===== src/dpc_pkg.sv =====
package dpc_pkg;

  // register map
  localparam logic [8:0] ADDR_IRQ_EN   = 9'h01f;
  localparam logic [8:0] ADDR_IRQ_ST   = 9'h023;
  localparam logic [8:0] ADDR_CLK_PWR  = 9'h080;
  localparam logic [8:0] ADDR_CTRL     = 9'h083;
  localparam logic [8:0] ADDR_STATUS   = 9'h084;
  localparam logic [8:0] ADDR_FB_CNT   = 9'h085;
  localparam logic [8:0] ADDR_LF_A     = 9'h087;
  localparam logic [8:0] ADDR_LF_B     = 9'h088;
  localparam logic [8:0] ADDR_LF_C     = 9'h089;
  localparam logic [8:0] ADDR_CP       = 9'h08a;
  localparam logic [8:0] ADDR_VDIV     = 9'h08b;
  localparam logic [8:0] ADDR_RDIV     = 9'h08c;
  localparam logic [8:0] ADDR_TRK_A    = 9'h1b5;
  localparam logic [8:0] ADDR_TRK_B    = 9'h1bb;
  localparam logic [8:0] ADDR_TRK_C    = 9'h1c5;

  // field positions
  localparam int CTRL_EN_BIT    = 4;
  localparam int CTRL_RECAL_BIT = 7;
  localparam int ST_UPPER_BIT   = 7;
  localparam int ST_LOWER_BIT   = 6;
  localparam int ST_CAL_BIT     = 5;
  localparam int ST_LOCK_BIT    = 1;
  localparam int IRQ_LOCK_BIT   = 4;
  localparam int IRQ_LOST_BIT   = 5;
  localparam int CP_W           = 6;
  localparam int BAND_W         = 9;

  // reset values
  localparam logic [7:0] RST_ZERO    = 8'h00;
  localparam logic [7:0] RST_CLK_PWR = 8'hf8;
  localparam logic [7:0] RST_FB_CNT  = 8'h06;

  // timing counts, in reference clock cycles, and band search start values
  localparam logic [6:0] CP_CAL_LAST = 7'h3f;
  localparam logic [6:0] SETTLE_LAST = 7'h0f;
  localparam logic [8:0] BAND_MID    = 9'h100;
  localparam logic [3:0] BAND_TOP    = 4'h8;

  typedef enum logic [1:0] {
    ST_IDLE  = 2'b00,
    ST_CPCAL = 2'b01,
    ST_BAND  = 2'b11,
    ST_TRACK = 2'b10
  } dpc_state_t;

  typedef struct packed {
    logic [7:0]        irq_en;
    logic [7:0]        irq_st;
    logic [7:0]        clk_pwr;
    logic [7:0]        ctrl;
    logic [7:0]        fb_cnt;
    logic [7:0]        lf_a;
    logic [7:0]        lf_b;
    logic [7:0]        lf_c;
    logic [CP_W-1:0]   cp;
    logic [1:0]        vdiv;
    logic [2:0]        rdiv;
    logic [7:0]        trk_a;
    logic [7:0]        trk_b;
    logic [7:0]        trk_c;
    logic [7:0]        rdata;
    logic [3:0]        s1;
    logic [3:0]        s2;
    logic              lock_prev;
    dpc_state_t        st;
    logic              cal_done;
    logic [6:0]        cnt;
    logic [3:0]        bit_idx;
    logic [BAND_W-1:0] band;
    logic [4:0]        ref_ratio;
    logic [4:0]        vco_ratio;
    logic [8:0]        mult;
  } dpc_regs_t;

  function automatic logic [4:0] dpc_ref_ratio(input logic [2:0] sel);
    unique case (sel)
      3'h0:    dpc_ref_ratio = 5'h01;
      3'h1:    dpc_ref_ratio = 5'h02;
      3'h2:    dpc_ref_ratio = 5'h04;
      3'h3:    dpc_ref_ratio = 5'h08;
      3'h4:    dpc_ref_ratio = 5'h10;
      default: dpc_ref_ratio = 5'h01;
    endcase
  endfunction

  function automatic logic [4:0] dpc_vco_ratio(input logic [1:0] sel);
    unique case (sel)
      2'h1:    dpc_vco_ratio = 5'h04;
      2'h2:    dpc_vco_ratio = 5'h08;
      2'h3:    dpc_vco_ratio = 5'h10;
      default: dpc_vco_ratio = 5'h04;
    endcase
  endfunction

endpackage


===== src/dpc_loop_ctrl.sv =====
`timescale 1ns/1ps
`default_nettype none
// Function
// RULE1 - eight-bit feedback count at feedback_divide_count, 6..127
// RULE2 - sample clock = 2 x count x fref/ratio
// RULE3 - host keeps phase detector 35..80 MHz
// RULE4 - vco divider select decodes 4/8/16
// RULE5 - host keeps vco within 6..12 GHz
// RULE6 - six-bit charge pump current code at charge_pump_code
// RULE7 - charge pump calibration enabled from reset
// RULE8 - calibrate once, keep coefficient afterwards
// RULE9 - charge pump calibration lasts 64 cycles
// RULE10 - status bit 5 shows calibration done
// RULE11 - writing 0x10 to loop_enable_control enables loop
// RULE12 - automatic selection of one of 512 bands
// RULE13 - status bit 1 reports loop lock
// RULE14 - host writes tracking registers per vco frequency
// RULE15 - host follows documented start order
// RULE16 - status bits 7/6 show band edges
// RULE17 - recal bit cleared then set recalibrates
// RULE18 - lock/lost events enabled, read, cleared
// RULE19 - five four-bit loop filter codes
// RULE20 - reference select decodes 1,2,4,8,16
// RULE21 - clocks powered down after reset
// RULE22 - status bits read-only live, writes ignored
module dpc_loop_ctrl
  import dpc_pkg::*;
(
  input  wire logic                       clock,
  input  wire logic                       nrst,
  input  wire logic                       reg_wr,
  input  wire logic                       reg_rd,
  input  wire logic [8:0]                 reg_addr,
  input  wire logic [7:0]                 reg_wdata,
  output logic      [7:0]                 reg_rdata,
  input  wire logic                       lock_detect_raw,
  input  wire logic                       band_upper_raw,
  input  wire logic                       band_lower_raw,
  input  wire logic                       vco_fast_raw,
  output logic                            loop_enable,
  output logic                            cp_cal_run,
  output logic                            cp_cal_valid,
  output logic                            band_search_run,
  output logic      [dpc_pkg::BAND_W-1:0] vco_band,
  output logic      [7:0]                 feedback_divide_count,
  output logic      [8:0]                 sample_clock_multiplier,
  output logic      [4:0]                 reference_divide_ratio,
  output logic      [4:0]                 vco_output_divide_ratio,
  output logic      [dpc_pkg::CP_W-1:0]   charge_pump_code,
  output logic      [7:0]                 loop_filter_a,
  output logic      [7:0]                 loop_filter_b,
  output logic      [7:0]                 loop_filter_c,
  output logic      [7:0]                 vco_tracking_a,
  output logic      [7:0]                 vco_tracking_b,
  output logic      [7:0]                 vco_tracking_c,
  output logic      [4:0]                 clock_power_up
);
  import dpc_pkg::*;

  dpc_regs_t q;
  dpc_regs_t d;
  logic       en;
  logic       recal;
  logic       lock_now;
  logic [7:0] status;
  logic [3:0] nb;

  always_comb begin
    d        = q;
    en       = q.ctrl[CTRL_EN_BIT];
    recal    = 1'b0;
    lock_now = q.s2[0] & (q.st == ST_TRACK);
    nb       = q.bit_idx - 4'h1;
    // live status
    status   = {q.s2[1], q.s2[2], q.cal_done, 3'h0,
                lock_now, 1'b0}; // RULE10 RULE13 RULE16 RULE22

    // pin synchronisers
    d.s1 = {vco_fast_raw, band_lower_raw, band_upper_raw, lock_detect_raw};
    d.s2 = q.s1;
    d.lock_prev = lock_now;

    // register writes
    if (reg_wr) begin
      unique case (reg_addr)
        ADDR_IRQ_EN:  d.irq_en  = reg_wdata;
        ADDR_IRQ_ST:  d.irq_st  = q.irq_st & ~reg_wdata; // RULE18
        ADDR_CLK_PWR: d.clk_pwr = reg_wdata; // RULE21
        ADDR_CTRL: begin
          d.ctrl = reg_wdata; // RULE11
          recal  = reg_wdata[CTRL_RECAL_BIT]
                   & ~q.ctrl[CTRL_RECAL_BIT]; // RULE17
        end
        ADDR_FB_CNT:  d.fb_cnt  = reg_wdata; // RULE1
        ADDR_LF_A:    d.lf_a    = reg_wdata; // RULE19
        ADDR_LF_B:    d.lf_b    = reg_wdata; // RULE19
        ADDR_LF_C:    d.lf_c    = reg_wdata; // RULE19
        ADDR_CP:      d.cp      = reg_wdata[CP_W-1:0]; // RULE6
        ADDR_VDIV:    d.vdiv    = reg_wdata[1:0];
        ADDR_RDIV:    d.rdiv    = reg_wdata[2:0];
        ADDR_TRK_A:   d.trk_a   = reg_wdata;
        ADDR_TRK_B:   d.trk_b   = reg_wdata;
        ADDR_TRK_C:   d.trk_c   = reg_wdata;
        default: ;
      endcase
    end

    // event capture, set wins over clear
    if (q.irq_en[IRQ_LOCK_BIT] & lock_now & ~q.lock_prev) begin
      d.irq_st[IRQ_LOCK_BIT] = 1'b1; // RULE18
    end
    if (q.irq_en[IRQ_LOST_BIT] & ~lock_now & q.lock_prev) begin
      d.irq_st[IRQ_LOST_BIT] = 1'b1; // RULE18
    end

    // loop sequencer
    unique case (q.st)
      ST_IDLE: begin
        d.cnt = 7'h00;
        if (en) begin
          if (q.cal_done) begin
            d.st      = ST_BAND; // RULE8
            d.band    = BAND_MID;
            d.bit_idx = BAND_TOP;
          end else begin
            d.st = ST_CPCAL; // RULE7
          end
        end
      end
      ST_CPCAL: begin
        if (!en) begin
          d.st = ST_IDLE;
        end else if (q.cnt == CP_CAL_LAST) begin
          d.cal_done = 1'b1; // RULE9 RULE10
          d.st       = ST_BAND;
          d.cnt      = 7'h00;
          d.band     = BAND_MID;
          d.bit_idx  = BAND_TOP;
        end else begin
          d.cnt = q.cnt + 7'h01; // RULE9
        end
      end
      ST_BAND: begin
        if (!en) begin
          d.st = ST_IDLE;
        end else if (recal) begin
          d.cnt     = 7'h00;
          d.band    = BAND_MID;
          d.bit_idx = BAND_TOP;
        end else if (q.cnt == SETTLE_LAST) begin
          d.cnt = 7'h00;
          // successive approximation over the bands
          if (q.s2[3]) begin
            d.band[q.bit_idx] = 1'b0; // RULE12
          end
          if (q.bit_idx == 4'h0) begin
            d.st = ST_TRACK;
          end else begin
            d.bit_idx  = nb;
            d.band[nb] = 1'b1; // RULE12
          end
        end else begin
          d.cnt = q.cnt + 7'h01;
        end
      end
      ST_TRACK: begin
        if (!en) begin
          d.st = ST_IDLE;
        end else if (recal) begin
          d.st      = ST_BAND; // RULE17
          d.cnt     = 7'h00;
          d.band    = BAND_MID;
          d.bit_idx = BAND_TOP;
        end
      end
    endcase

    // registered ratio decode
    d.ref_ratio = dpc_ref_ratio(q.rdiv); // RULE20
    d.vco_ratio = dpc_vco_ratio(q.vdiv); // RULE4
    d.mult      = {q.fb_cnt, 1'b0}; // RULE2

    // register reads
    if (reg_rd) begin
      unique case (reg_addr)
        ADDR_IRQ_EN:  d.rdata = q.irq_en;
        ADDR_IRQ_ST:  d.rdata = q.irq_st;
        ADDR_CLK_PWR: d.rdata = q.clk_pwr;
        ADDR_CTRL:    d.rdata = q.ctrl;
        ADDR_STATUS:  d.rdata = status;
        ADDR_FB_CNT:  d.rdata = q.fb_cnt;
        ADDR_LF_A:    d.rdata = q.lf_a;
        ADDR_LF_B:    d.rdata = q.lf_b;
        ADDR_LF_C:    d.rdata = q.lf_c;
        ADDR_CP:      d.rdata = {2'h0, q.cp};
        ADDR_VDIV:    d.rdata = {6'h00, q.vdiv};
        ADDR_RDIV:    d.rdata = {5'h00, q.rdiv};
        ADDR_TRK_A:   d.rdata = q.trk_a;
        ADDR_TRK_B:   d.rdata = q.trk_b;
        ADDR_TRK_C:   d.rdata = q.trk_c;
        default:      d.rdata = RST_ZERO;
      endcase
    end
  end

  always_ff @(posedge clock) begin
    if (!nrst) begin
      q           <= '0;
      q.clk_pwr   <= RST_CLK_PWR; // RULE21
      q.fb_cnt    <= RST_FB_CNT;
      q.st        <= ST_IDLE;
      q.ref_ratio <= 5'h01;
      q.vco_ratio <= 5'h04;
      q.mult      <= 9'h00c;
    end else begin
      q <= d;
    end
  end

  assign reg_rdata               = q.rdata;
  assign loop_enable             = q.ctrl[CTRL_EN_BIT];
  assign cp_cal_run              = (q.st == ST_CPCAL);
  assign cp_cal_valid            = q.cal_done;
  assign band_search_run         = (q.st == ST_BAND);
  assign vco_band                = q.band;
  assign feedback_divide_count   = q.fb_cnt;
  assign sample_clock_multiplier = q.mult;
  assign reference_divide_ratio  = q.ref_ratio;
  assign vco_output_divide_ratio = q.vco_ratio;
  assign charge_pump_code        = q.cp;
  assign loop_filter_a           = q.lf_a;
  assign loop_filter_b           = q.lf_b;
  assign loop_filter_c           = q.lf_c;
  assign vco_tracking_a          = q.trk_a;
  assign vco_tracking_b          = q.trk_b;
  assign vco_tracking_c          = q.trk_c;
  assign clock_power_up          = ~q.clk_pwr[7:3];

endmodule
`default_nettype wire


===== config.mk =====
export PLATFORM = sky130hd
export DESIGN_NAME = dpc_loop_ctrl
export DESIGN_NICKNAME = d
export VERILOG_FILES = /design/src/dpc_pkg.sv /design/src/dpc_loop_ctrl.sv
export SDC_FILE = /design/constraint.sdc
export NUM_CORES = 1
export LEC_CHECK = 0
export BUFFER_PORTS_ARGS = -buffer_cell sky130_fd_sc_hd__buf_4
export CAP_MARGIN = 30
export CORE_ASPECT_RATIO = 0.6
export CORE_MARGIN = 5
export CORE_UTILIZATION = 46
export DETAILED_ROUTE_END_ITERATION = 10
export PLACE_DENSITY = 0.7
export SYNTH_ARGS = -nofsm -noshare
export SYNTH_HDL_FRONTEND = slang
export SYNTH_SLANG_ARGS = --single-unit

===== constraint.sdc =====
create_clock -name clock -period 1.87 [get_ports clock]
set_clock_uncertainty 0.05 [all_clocks]
set_input_delay 0.0935 -clock clock [delete_from_list [all_inputs] [get_ports clock]]
set_output_delay 0.0935 -clock clock [all_outputs]
set_load 0.01 [all_outputs]

Word-level counts from Yosys, hierarchy flattened

Index checks and enable logic that the tools add are counted.

Register bits after elaboration: 158
Output and inout port bits: 107
Logic and storage cells: 173

Add/subtract/negate cells: 2
Order comparisons: 4
Eq/ne operators: 40
Multiplexer cells: 54
Bitwise operators: 15
Reduce and logical (&&, ||, !) cells: 29

Operators by type and width:

| operator           | count |
|---|---|
| $pmux 8 s15        | 1 |
| $eq 9x8->1 const B | 10 |
| $mux 89            | 1 |
| $mux 20            | 4 |
| $pmux 20 s4        | 1 |
| $mux 8             | 9 |
| $mux 13            | 5 |
| $mux 9             | 5 |
| $reduce_and 2->1   | 16 |
| $eq 9x9->1 const B | 3 |
| $mux 21            | 1 |
| $mux 2             | 10 |
| $pmux 5 s4         | 1 |
| $mux 7             | 2 |
| $mux 6             | 2 |
| $lt 4x5->1 const B | 2 |
| $pmux 5 s2         | 1 |
| $and 9x9->9        | 1 |
| $eq 9x5->1 const B | 1 |
| $eq 9x6->1 const B | 1 |
| $ne 3x2->1 const B | 3 |
| $ne 3x3->1 const B | 3 |
| $not 9->9          | 1 |
| $or 9x9->9         | 1 |
| 31 further kinds   | 59 |

Logic depth before layout (Yosys ltp)

Gate-level depths: netlist (run 1).

Depth after elaboration: 17
Gate-level depth with buffers: 9
Depth with buffers taken out: 7

Least setup slack after synthesis (run 1)

No wires, ideal clock.

Path type: reg-to-reg
Start: register q[32] (netlist bit)
End: register q[28] (netlist bit)
Library setup time: 96 ps
Arrival time: 1863 ps
Slack: -138 ps
Cell stages (with the launch flop): 8
Path buffers: 0
Period minus slack after synthesis: 2008 ps
Cells stage by stage: dfxtp_1 > ha_1 > nand3_1 > nor4_1 > nand2_1 > a31oi_4 > nand2_4 > o41ai_2

Word-level cells in the longest chain between the ends: 3
Elaborated cells between the ends (all ways): 5

RTL lines:

| item                                                      | RTL line                                   | RTL |
|---|---|---|
| start: declaration                                        | dpc_loop_ctrl.sv:60                        | `dpc_regs_t q;` |
| $eq 7x4->1 / $eq 7x6->1 (equally long branches)           | dpc_loop_ctrl.sv:150, dpc_loop_ctrl.sv:133 |  |
| $ne 3x1->1 (no line) / $ne 2x1->1 (equally long branches) | -                                          |  |
| $reduce_and 9->1 (no line) *                              | -                                          |  |

Every way passes the cells marked *; elsewhere a longest branch is shown, timed or not.
A chain may end at the register's enable or synchronous reset.

Final worst setup path (run 1)

Start: register q[33] (netlist bit)
End: register q, in the netlist vco_band[1]

Word-level cells in the longest chain between the ends: 3
Elaborated cells between the ends (all ways): 5

RTL lines:

| item                                                      | RTL line |
|---|---|
| $eq 7x4->1 / $eq 7x6->1 (equally long branches)           | dpc_loop_ctrl.sv:150, dpc_loop_ctrl.sv:133 |
| $ne 3x1->1 (no line) / $ne 2x1->1 (equally long branches) | - |
| $reduce_and 8->1 (no line) *                              | - |

Marked as above.

==> results of run 1 <==
cells in the mapped netlist, types with 6 or more instances:
cell	count	area [µm²]
nand2_1	113	424.2
a211oi_1	7	52.55
buf_2	11	55.05
nor4_1	6	37.54
a22oi_1	13	97.59
mux2i_1	61	610.6
buf_4	98	735.7
a22o_1	8	70.07
and3_1	7	43.79
and2_1	16	100.1
a21oi_1	69	345.3
nor2_1	92	345.3
dfxtp_1	155	3103
clkbuf_1	41	153.9
inv_1	12	45.04
a32oi_1	7	61.31
o22ai_1	9	56.30
nand3_1	45	225.2
o21ai_0	17	85.08
nor3_1	14	70.07
layout make-up:
class	count	area share
clock buffer	21	0.04799
clock inverter	11	0.01656
timing repair buffer	244	0.2012
multi-input combinational	585	0.3758
inverter	13	0.005086
sequential	155	0.3236
tap	228	0.02973
power by group through the flow:
| stage | Clock, µW | Sequential [µW] | Combinational [µW] |
|---|---|---|---|
| after global placement | 0 | 3390 | 389 |
| after global routing | 3810 | 3320 | 447 |
| final | 3620 | 3320 | 427 |
| after detailed placement | 0 | 3390 | 390 |
| after CTS | 3650 | 3320 | 413 |
| after floorplan | 0 | 3390 | 203 |
stage by stage:
step / power [µW] / instances / hold WS, ns / cell area, µm² / setup slack [ns]
floorplan: 3591 / 910 / 0.1708 / 7710 / -0.05490
global placement: 3779 / 1210 / 0.2531 / 8766 / -0.1089
detailed placement: 3780 / 1210 / 0.2581 / 8766 / -0.1599
CTS: 7376 / 1255 / 0.08772 / 9560 / 0.003157
global route: 7570 / 1257 / 0.1096 / 9594 / -0.03443
finish: 7360 / 1257 / 0.09536 / 9594 / 0.06991
path summary, 6_finish.rpt:
check	cells after the start	start	to	slack, ns
worst max register to register	8	q[33]$_SDFFE_PN0P_	vco_band[1]$_SDFFE_PN0P_	0.07
worst min-delay path	3	reg_wdata[7]	q[149]$_SDFFE_PN0P_	0.1
worst min register to register	1	d[46]$_SDFF_PN0_	q[46]$_SDFF_PN0_	0.38
worst max-delay path	8	q[33]$_SDFFE_PN0P_	vco_band[1]$_SDFFE_PN0P_	0.07
worst max-delay path, stage by stage, from the launching register on:
cell and delay [ns]:
dfxtp_1 0.34, ha_2 0.21, nand3_4 0.12, o41ai_4 0.23, o21ai_2 0.14, a31o_4 0.28, buf_4 0.16, o21ai_1 0.12
nor2_1 0.05
cell usage in the layout, fill, tap and decap left out, types with 4 or more instances in the layout:
master and count:
inv_1 12, dfxtp_1 154, clkbuf_16 17, dlygate4sd3_1 13
nor3b_1 4, nor2b_1 4, a21oi_1 67, a22oi_1 13
o22ai_1 9, and3_1 7, mux2i_1 61, buf_12 5
a32oi_1 7, buf_4 225, o21ai_0 15, a31oi_1 4
nand2b_1 5, nor4_1 5, nor2_1 91, and2_1 17
nor3_1 14, nor4b_1 4, a22o_1 8, nand3b_1 5
a211oi_1 7, nand2_1 112, nand3_1 43, clkinv_4 5
per-layer routing:
layer	wire length, µm	track usage	vias to the layer above
met5	0	0	-
met1	11940	0.3904	3324
met4	323	0.04801	0
li1	-	-	3287
met3	3009	0.07771	26
met2	9923	0.3481	409
cells by family (layout without fill, tap and decap cells):
| family | after synthesis | after routing | share of synthesized area |
|---|---|---|---|
| AO/OA/AOI/OAI | 172 | 172 | 0.1503 |
| XOR/XNOR | 5 | 5 | 0.005713 |
| adder cells (fa/ha/maj) | 1 | 1 | 0.001632 |
| buffers and inverters | 170 | 289 | 0.1360 |
| flip-flops | 155 | 155 | 0.4048 |
| multiplexers | 65 | 65 | 0.08699 |
| other | 1 | 3 | 0.0004892 |
| AND/OR/NAND/NOR | 339 | 339 | 0.2141 |
what timing repair did:
| item | in CTS | in global routing |
|---|---|---|
| resized for setup | 9 | 6 |
| hold endpoints to repair | 32 | 0 |
| pin swaps | 4 | 2 |
| buffers inserted | 0 | 2 |
| endpoints found under the setup margin | 11 | 13 |
| hold buffers | 13 | 0 |
==> results.json, run 1 <==
{
  "slew_headroom": 0.4180,
  "rsz0062_at_grt": "yes",
  "dieArea_mm2": 0.01943,
  "drive_gt1_frac": 0.2838,
  "p_leak_uw": 0.004226,
  "grt_max_degree": 100,
  "first_pass_iters": 6,
  "initial_core_util": 0.4702,
  "row_count": 36,
  "fin_crit_ns": 1.800,
  "synth.avg_cell_area_um2": 8.443,
  "clock_power_share": 0.491,
  "overflow": 0,
  "yosysWarnings": 0,
  "grt_pass1_wl_um": 37980,
  "die_w_um": 176.7,
  "seq_power_share": 0.451,
  "clockRootBuffer": "clkbuf_16",
  "ys_ff_latch": 155,
  "cts_max_path_buffers": 2,
  "grt_pass1_vias": 6385,
  "drc_errors": 0,
  "p_per_area_mw_per_mm2": 767.1,
  "ir_drop_mv": 0.4500,
  "syn-instance-count": 908,
  "finalSetupTns_ns": 0,
  "io_pins": 132,
  "clk_pin_slew_worst_paths_ns": 0.07,
  "cp_max_fo": 12,
  "place.gp.congestion": 0.9772,
  "crit_path_end_kind": "flop",
  "n_antenna_cell": 0,
  "cts_inserted_buffers": 17,
  "post_drt_wl_per_cell_um": 20.04,
  "vias": 7046,
  "critPathKind": "reg2reg",
  "multiInputGateArea_mm2": 0.003606,
  "fmaxAchievable_ghz": 0.5555,
  "power_switching_uw": 1704,
  "hold_class": "in2reg",
  "cap_violations": 0,
  "port_buffers": 128,
  "p_comb_frac": 0.058,
  "synth-async-reset-ratio": 0,
  "ys_seq_area_frac": 0.4048,
  "tritoncts": "built",
  "die_h_um": 110.0,
  "tightestPinTransition_ns": 0.8635,
  "totalWireLength_um": 25190,
  "status": "complete, no violations",
  "post-route-util": 0.5884,
  "finalMaxSlewViolations": 0,
  "syn_to_final_growth_pct": 25.15,
  "via_per_inst": 5.605,
  "required_ns": 2.13,
  "synthesis.area_mm2": 0.007666,
  "nets": 1042,
  "clk_latency_ns": 0.42,
  "swShare": 0.2315,
  "synth_edf_count": 0,
  "nFillCells": 1475,
  "largest_reg_flops": 54,
  "p_int_uw": 5656,
  "startpoint_type": "flop",
  "clock_sinks": 155,
  "worst_ep_arrival_time_ns": 2.06,
  "drtIter0Drc": 923,
  "grt_antenna_before_repair": 0,
  "register_area_mm2": 0.003104,
  "synth_cell_types": 76,
  "synth-main-ff-cell": "dfxtp_1",
  "finalCritPeriodShare": 0.9626,
  "h-tree-depth": 4,
  "hold_viol_final": 0,
  "core_area_mm2": 0.01631,
  "dpl.hpwl_um": 18320,
  "ant_nets": 0,
  "grt.total_usage": 0.2542,
  "regMostFlops": "q",
  "setup_viol": 0
}
(Power assumes the default switching activity.)
==> run 2: changes to the inputs <==
--- a/config.mk
+++ b/config.mk
@@ -11,6 +11,7 @@
 export CORE_MARGIN = 5
 export CORE_UTILIZATION = 46
 export DETAILED_ROUTE_END_ITERATION = 10
+export HOLD_SLACK_MARGIN = 0.15
 export PLACE_DENSITY = 0.7
 export SYNTH_ARGS = -nofsm -noshare
 export SYNTH_HDL_FRONTEND = slang
==> run 2 against run 1 <==
Effect of this change: final area rose by 0.38%; non-clock buffer count rose by 2; global-route usage did not move; largest power group unchanged.
==> results.json, run 2 (synthesized netlist as in run 1, its figures left out) <==
{
  "port_buffers": 128,
  "timing.rr.end": "vco_band[2]$_SDFFE_PN0P_",
  "status": "complete, no violations",
  "drive_gt1_frac": 0.2839,
  "nets": 1045,
  "hold_class": "in2reg",
  "crit_path_end_kind": "flop",
  "first_pass_iters": 5,
  "mostFrequentLayoutCells": "buf_4 (225), dfxtp_1 (154), nand2_1 (112)",
  "ir_drop_mv": 0.4507,
  "dp.cells": 1210,
  "layout_commonest_cell": "buf_4",
  "clockRootBuffer": "clkbuf_16",
  "initial_core_util": 0.4702,
  "dpl.hpwl_um": 18320,
  "final_cells": 1260,
  "hold_viol_final": 0,
  "clk_latency_ns": 0.42,
  "required_ns": 2.08,
  "cp_max_fo": 10,
  "via_per_inst": 5.622,
  "p_leak_uw": 0.004238,
  "io_pins": 132,
  "fmaxAchievable_ghz": 0.5435,
  "timing.hold.ws_ns": 0.2273,
  "grt_max_degree": 100,
  "h-tree-depth": 4,
  "tightestPinTransition_ns": 0.9054,
  "p_total_uw": 7366,
  "regMostFlops": "q",
  "reg2reg_slack_ns": 0.07,
  "grt.total_usage": 0.2542,
  "fin_crit_ns": 1.840,
  "cts_max_path_buffers": 2,
  "slew_headroom": 0.3898,
  "finalMaxSlewViolations": 0,
  "syn_to_final_growth_pct": 25.62,
  "ant_nets": 0,
  "grt_pass1_vias": 6390,
  "grt_pass1_wl_um": 37980,
  "cts_inserted_buffers": 17,
  "die_h_um": 110.0,
  "largest_reg_flops": 54,
  "overflow": 0,
  "post-route-util": 0.5906,
  "p_per_area_mw_per_mm2": 764.9,
  "clock_sinks": 155,
  "setup_viol": 0,
  "core_area_mm2": 0.01631,
  "dieArea_mm2": 0.01943,
  "tritoncts": "built",
  "place.gp.congestion": 0.9772,
  "startpoint_type": "input port",
  "r2r_start": "q[33]$_SDFFE_PN0P_",
  "die_w_um": 176.7,
  "n_antenna_cell": 0,
  "cap_violations": 0,
  "grt_antenna_before_repair": 0,
  "startpoint": "reg_rd",
  "vias": 7084,
  "totalWireLength_um": 25350,
  "critPathKind": "in2reg",
  "drtIter0Drc": 931,
  "crit_end": "reg_rdata[5]$_SDFFE_PN0P_",
  "worst_ep_arrival_time_ns": 2.05,
  "finalCritPeriodShare": 0.9839,
  "row_count": 36,
  "drc_errors": 0,
  "rsz0062_at_grt": "yes",
  "clk_pin_slew_worst_paths_ns": 0.06,
  "post_drt_wl_per_cell_um": 20.12,
  "worst_r2r_path_depth": 8
}
[run 2: worst min-delay path by stage]
stage                                end  slack (ns)            start  cells past startpoint
2_1_floorplan           d[43]$_SDFF_PN0_        0.17  lock_detect_raw                      1
3_3_place_gp            d[46]$_SDFF_PN0_        0.25     vco_fast_raw                      2
3_5_place_dp            d[46]$_SDFF_PN0_        0.26     vco_fast_raw                      2
4_1_cts        reg_rdata[7]$_SDFFE_PN0P_        0.21      reg_addr[5]                      5
5_1_grt        reg_rdata[7]$_SDFFE_PN0P_        0.24      reg_addr[5]                      5
6_report       reg_rdata[7]$_SDFFE_PN0P_        0.23      reg_addr[5]                      5
[run 2: where the power goes]
part	internal [µW]	switching, µW	leakage, µW
sequential	3310	5.86	0.00125
clock	2190	1430	0.000298
combinational	156	275	0.00269
total	5660	1710	0.00424
[run 2: critical path: stages]
cell	delay, ns
dlygate4sd3_1	0.54
buf_4	0.19
inv_1	0.19
o41ai_2	0.89
nor3_1	0.14
[run 2: cell type report]
type	count	area (µm²)
Timing Repair Buffer	246	1951
Clock buffer	21	460.4
Tap cell	228	285.3
Sequential cell	155	3104
Clock inverter	11	158.9
Inverter	13	48.80
Fill cell	1471	6675
Multi-Input combinational cell	586	3622
[run 2: layer usage]
layer	part of all wire	global-route usage	vias up
li1	-	-	3301
met5	0	0	-
met3	0.12	0.07771	22
met2	0.39	0.3475	393
met4	0.011	0.04801	0
met1	0.48	0.3908	3368
[run 2: per-stage QoR]
step	worst slack, ns	cell area, µm²	setup TNS, ns
after detailed placement	-0.1599	8766	-1.783
after global routing	-0.01290	9630	-0.02109
after CTS	0.003157	9580	0
final	0.03017	9630	0
after global placement	-0.1089	8766	-0.7489
after floorplan	-0.05490	7710	-0.1409
[run 2: timing repair]
action	4_1_cts	5_1_grt
buffers inserted	0	2
gates cloned	0	1
pin swaps	4	4
endpoints found under the setup margin	11	12
hold buffers	15	0
hold endpoints to repair	118	0
resized for setup	9	7
==> run 3: changes to the inputs <==
--- a/config.mk
+++ b/config.mk
@@ -5,14 +5,13 @@
 export SDC_FILE = /design/constraint.sdc
 export NUM_CORES = 1
 export LEC_CHECK = 0
-export BUFFER_PORTS_ARGS = -buffer_cell sky130_fd_sc_hd__buf_4
 export CAP_MARGIN = 30
 export CORE_ASPECT_RATIO = 0.6
 export CORE_MARGIN = 5
 export CORE_UTILIZATION = 46
 export DETAILED_ROUTE_END_ITERATION = 10
+export DONT_BUFFER_PORTS = 1
 export HOLD_SLACK_MARGIN = 0.15
-export PLACE_DENSITY = 0.7
 export SYNTH_ARGS = -nofsm -noshare
 export SYNTH_HDL_FRONTEND = slang
 export SYNTH_SLANG_ARGS = --single-unit
==> constraint.sdc (replaced) <==
create_clock -name clock -period 1.8 [get_ports clock]
set_clock_uncertainty 0.05 [all_clocks]
set_input_delay 0.09 -clock clock [delete_from_list [all_inputs] [get_ports clock]]
set_output_delay 0.09 -clock clock [all_outputs]
set_load 0.01 [all_outputs]
==> run 3 against run 2 <==
Effect of this change: total power fell by 1.9%; die area did not move; register-to-register slack got worse by 0.06 ns; clock-buffer cell count did not move; highest routed layer is now met5; final cell count fell by 10%; global-route usage rose by 2.1 points; sequential cell count did not move; via count fell by 4.8%; utilization fell by 5.4 points; largest power group is now registers; setup slack got worse by 0.023 ns; critical path type is now reg2reg.
==> results.json, run 3 (synthesized netlist as in run 1, its figures left out) <==
{
  "hold_viol_final": 0,
  "io_pins": 132,
  "clk_latency_ns": 0.42,
  "worst_r2r_path_depth": 7,
  "die_h_um": 110.0,
  "grt_pass1_vias": 6323,
  "cap_violations": 0,
  "p_per_area_mw_per_mm2": 825.5,
  "clockRootBuffer": "clkbuf_16",
  "status": "complete, no violations",
  "path_depth": 7,
  "dp.cells": 1052,
  "row_count": 36,
  "cpPeakStageDelay_ns": 0.41,
  "crit_slowest_cell": "o41ai_4",
  "whs_path_depth": 5,
  "fin_crit_ns": 1.793,
  "dieArea_mm2": 0.01943,
  "vias": 6747,
  "finalCritPeriodShare": 0.9960,
  "finalMaxSlewViolations": 0,
  "drive_gt1_frac": 0.1669,
  "post-route-util": 0.5367,
  "timing.hold.ws_ns": 0.1861,
  "post_drt_wl_per_cell_um": 23.70,
  "cts_inserted_buffers": 17,
  "via_per_inst": 5.955,
  "largest_reg_flops": 54,
  "ir_drop_mv": 0.4673,
  "ant_nets": 0,
  "layout_commonest_cell": "dfxtp_1",
  "path_buf_inv": 2,
  "drtIter0Drc": 760,
  "nets": 918,
  "dpl.hpwl_um": 18280,
  "place.gp.congestion": 0.9014,
  "tritoncts": "built",
  "grt_antenna_before_repair": 1,
  "startpoint_type": "flop",
  "first_pass_iters": 6,
  "reg2reg_slack_ns": 0.007,
  "n_antenna_cell": 0,
  "nFillCells": 1525,
  "clk_pin_slew_worst_paths_ns": 0.06,
  "port_buffers": 0,
  "worst_ep_arrival_time_ns": 2.10,
  "place_ws_ns": -0.1550,
  "crit_chain": "inv_1 > o41ai_4 > o21ai_4 > a31oi_4 > buf_6 > nand3_1 > a21oi_2",
  "crit_family": "compound AO/OA/AOI/OAI gates",
  "die_w_um": 176.7,
  "grt_pass1_wl_um": 39760,
  "cp_max_fo": 8,
  "critPathKind": "reg2reg",
  "fmaxAchievable_ghz": 0.5578,
  "hold_class": "in2reg",
  "syn_to_final_growth_pct": 14.15,
  "h-tree-depth": 4,
  "required_ns": 2.11,
  "cts_max_path_buffers": 2,
  "slew_headroom": 0.3051,
  "clock_sinks": 155,
  "grt.total_usage": 0.2748,
  "crit_path_end_kind": "flop",
  "p_leak_uw": 0.003540,
  "core_area_mm2": 0.01631,
  "setup_viol": 0,
  "grt_max_degree": 49,
  "worst_slack_ns": 0.007249,
  "rsz0062_at_grt": "yes",
  "regMostFlops": "q",
  "final_cells": 1133,
  "mostFrequentLayoutCells": "dfxtp_1 (152), nand2_1 (112), nor2_1 (91)",
  "totalWireLength_um": 26850,
  "initial_core_util": 0.4702,
  "overflow": 0,
  "drc_errors": 0,
  "p_total_uw": 7224,
  "tightestPinTransition_ns": 1.039
}
[run 3: cell types whose count changed in the layout (fill, tap and decap cells not counted), sizes merged]
| cell | before | now |
|---|---|---|
| buf | 231 | 77 |
| bufinv | 3 | 1 |
| clkinv | 5 | 3 |
| clkinvlp | 1 | 3 |
| dlygate4sd3 | 15 | 40 |
| dlymetal6s4s | 0 | 2 |
| inv | 15 | 17 |
[run 3: worst reg2reg max path: cells and delay by family (launching register included)]
family	cells	cell delay (ns)
AND/OR/NAND/NOR	1	0.11
buffers and inverters	2	0.28
AO/OA/AOI/OAI	4	0.91
flip-flops	1	0.39
[run 3: area by class of cell]
type                       instances  area (µm²)  share of cell area
inverter                          13       48.80            0.005576
multi-input combinational        586        3685              0.4211
sequential                       155        3107              0.3550
tap                              228       285.3             0.03260
timing repair buffer             119        1065              0.1217
clock buffer                      21       450.4             0.05147
clock inverter                    11       110.1             0.01258
[run 3: worst paths after layout]
kind	startpoint	endpoint
setup / recovery	q[40]$_SDFFE_PN0P_	vco_band[6]$_SDFFE_PN0P_
hold / removal	reg_addr[5]	q[152]$_SDFFE_PN0P_
setup reg to reg	q[40]$_SDFFE_PN0P_	vco_band[6]$_SDFFE_PN0P_
hold reg to reg	d[46]$_SDFF_PN0_	q[46]$_SDFF_PN0_
[run 3: repair_timing]
action,in CTS,in global routing
resized for setup,20,15
hold endpoints to repair,152,0
endpoints found under the setup margin,20,30
setup buffers,2,2
pin swaps,9,13
hold buffers,44,0
gates cloned,1,0
[run 3: report_power, final]
| part | internal, µW | switching [µW] | total [µW] | leakage, µW |
|---|---|---|---|---|
| clock network | 1960 | 1470 | 3430 | 0.000265 |
| logic | 118 | 232 | 350 | 0.00202 |
| registers | 3440 | 8.00 | 3450 | 0.00125 |
[run 3: per-stage QoR]
stage | area [µm²] | TNS, ns
after CTS | 8676 | 0
after floorplan | 7721 | -0.8089
after detailed placement | 7548 | -1.655
final | 8751 | 0
after global routing | 8751 | -0.4340
after global placement | 7548 | -1.319
[run 3: routing by layer]
layer  routed length, µm  GRT usage
met1               12350     0.3962
met3                3270     0.1019
met5                  13          0
met2               10790     0.3830
met4                 429    0.07726
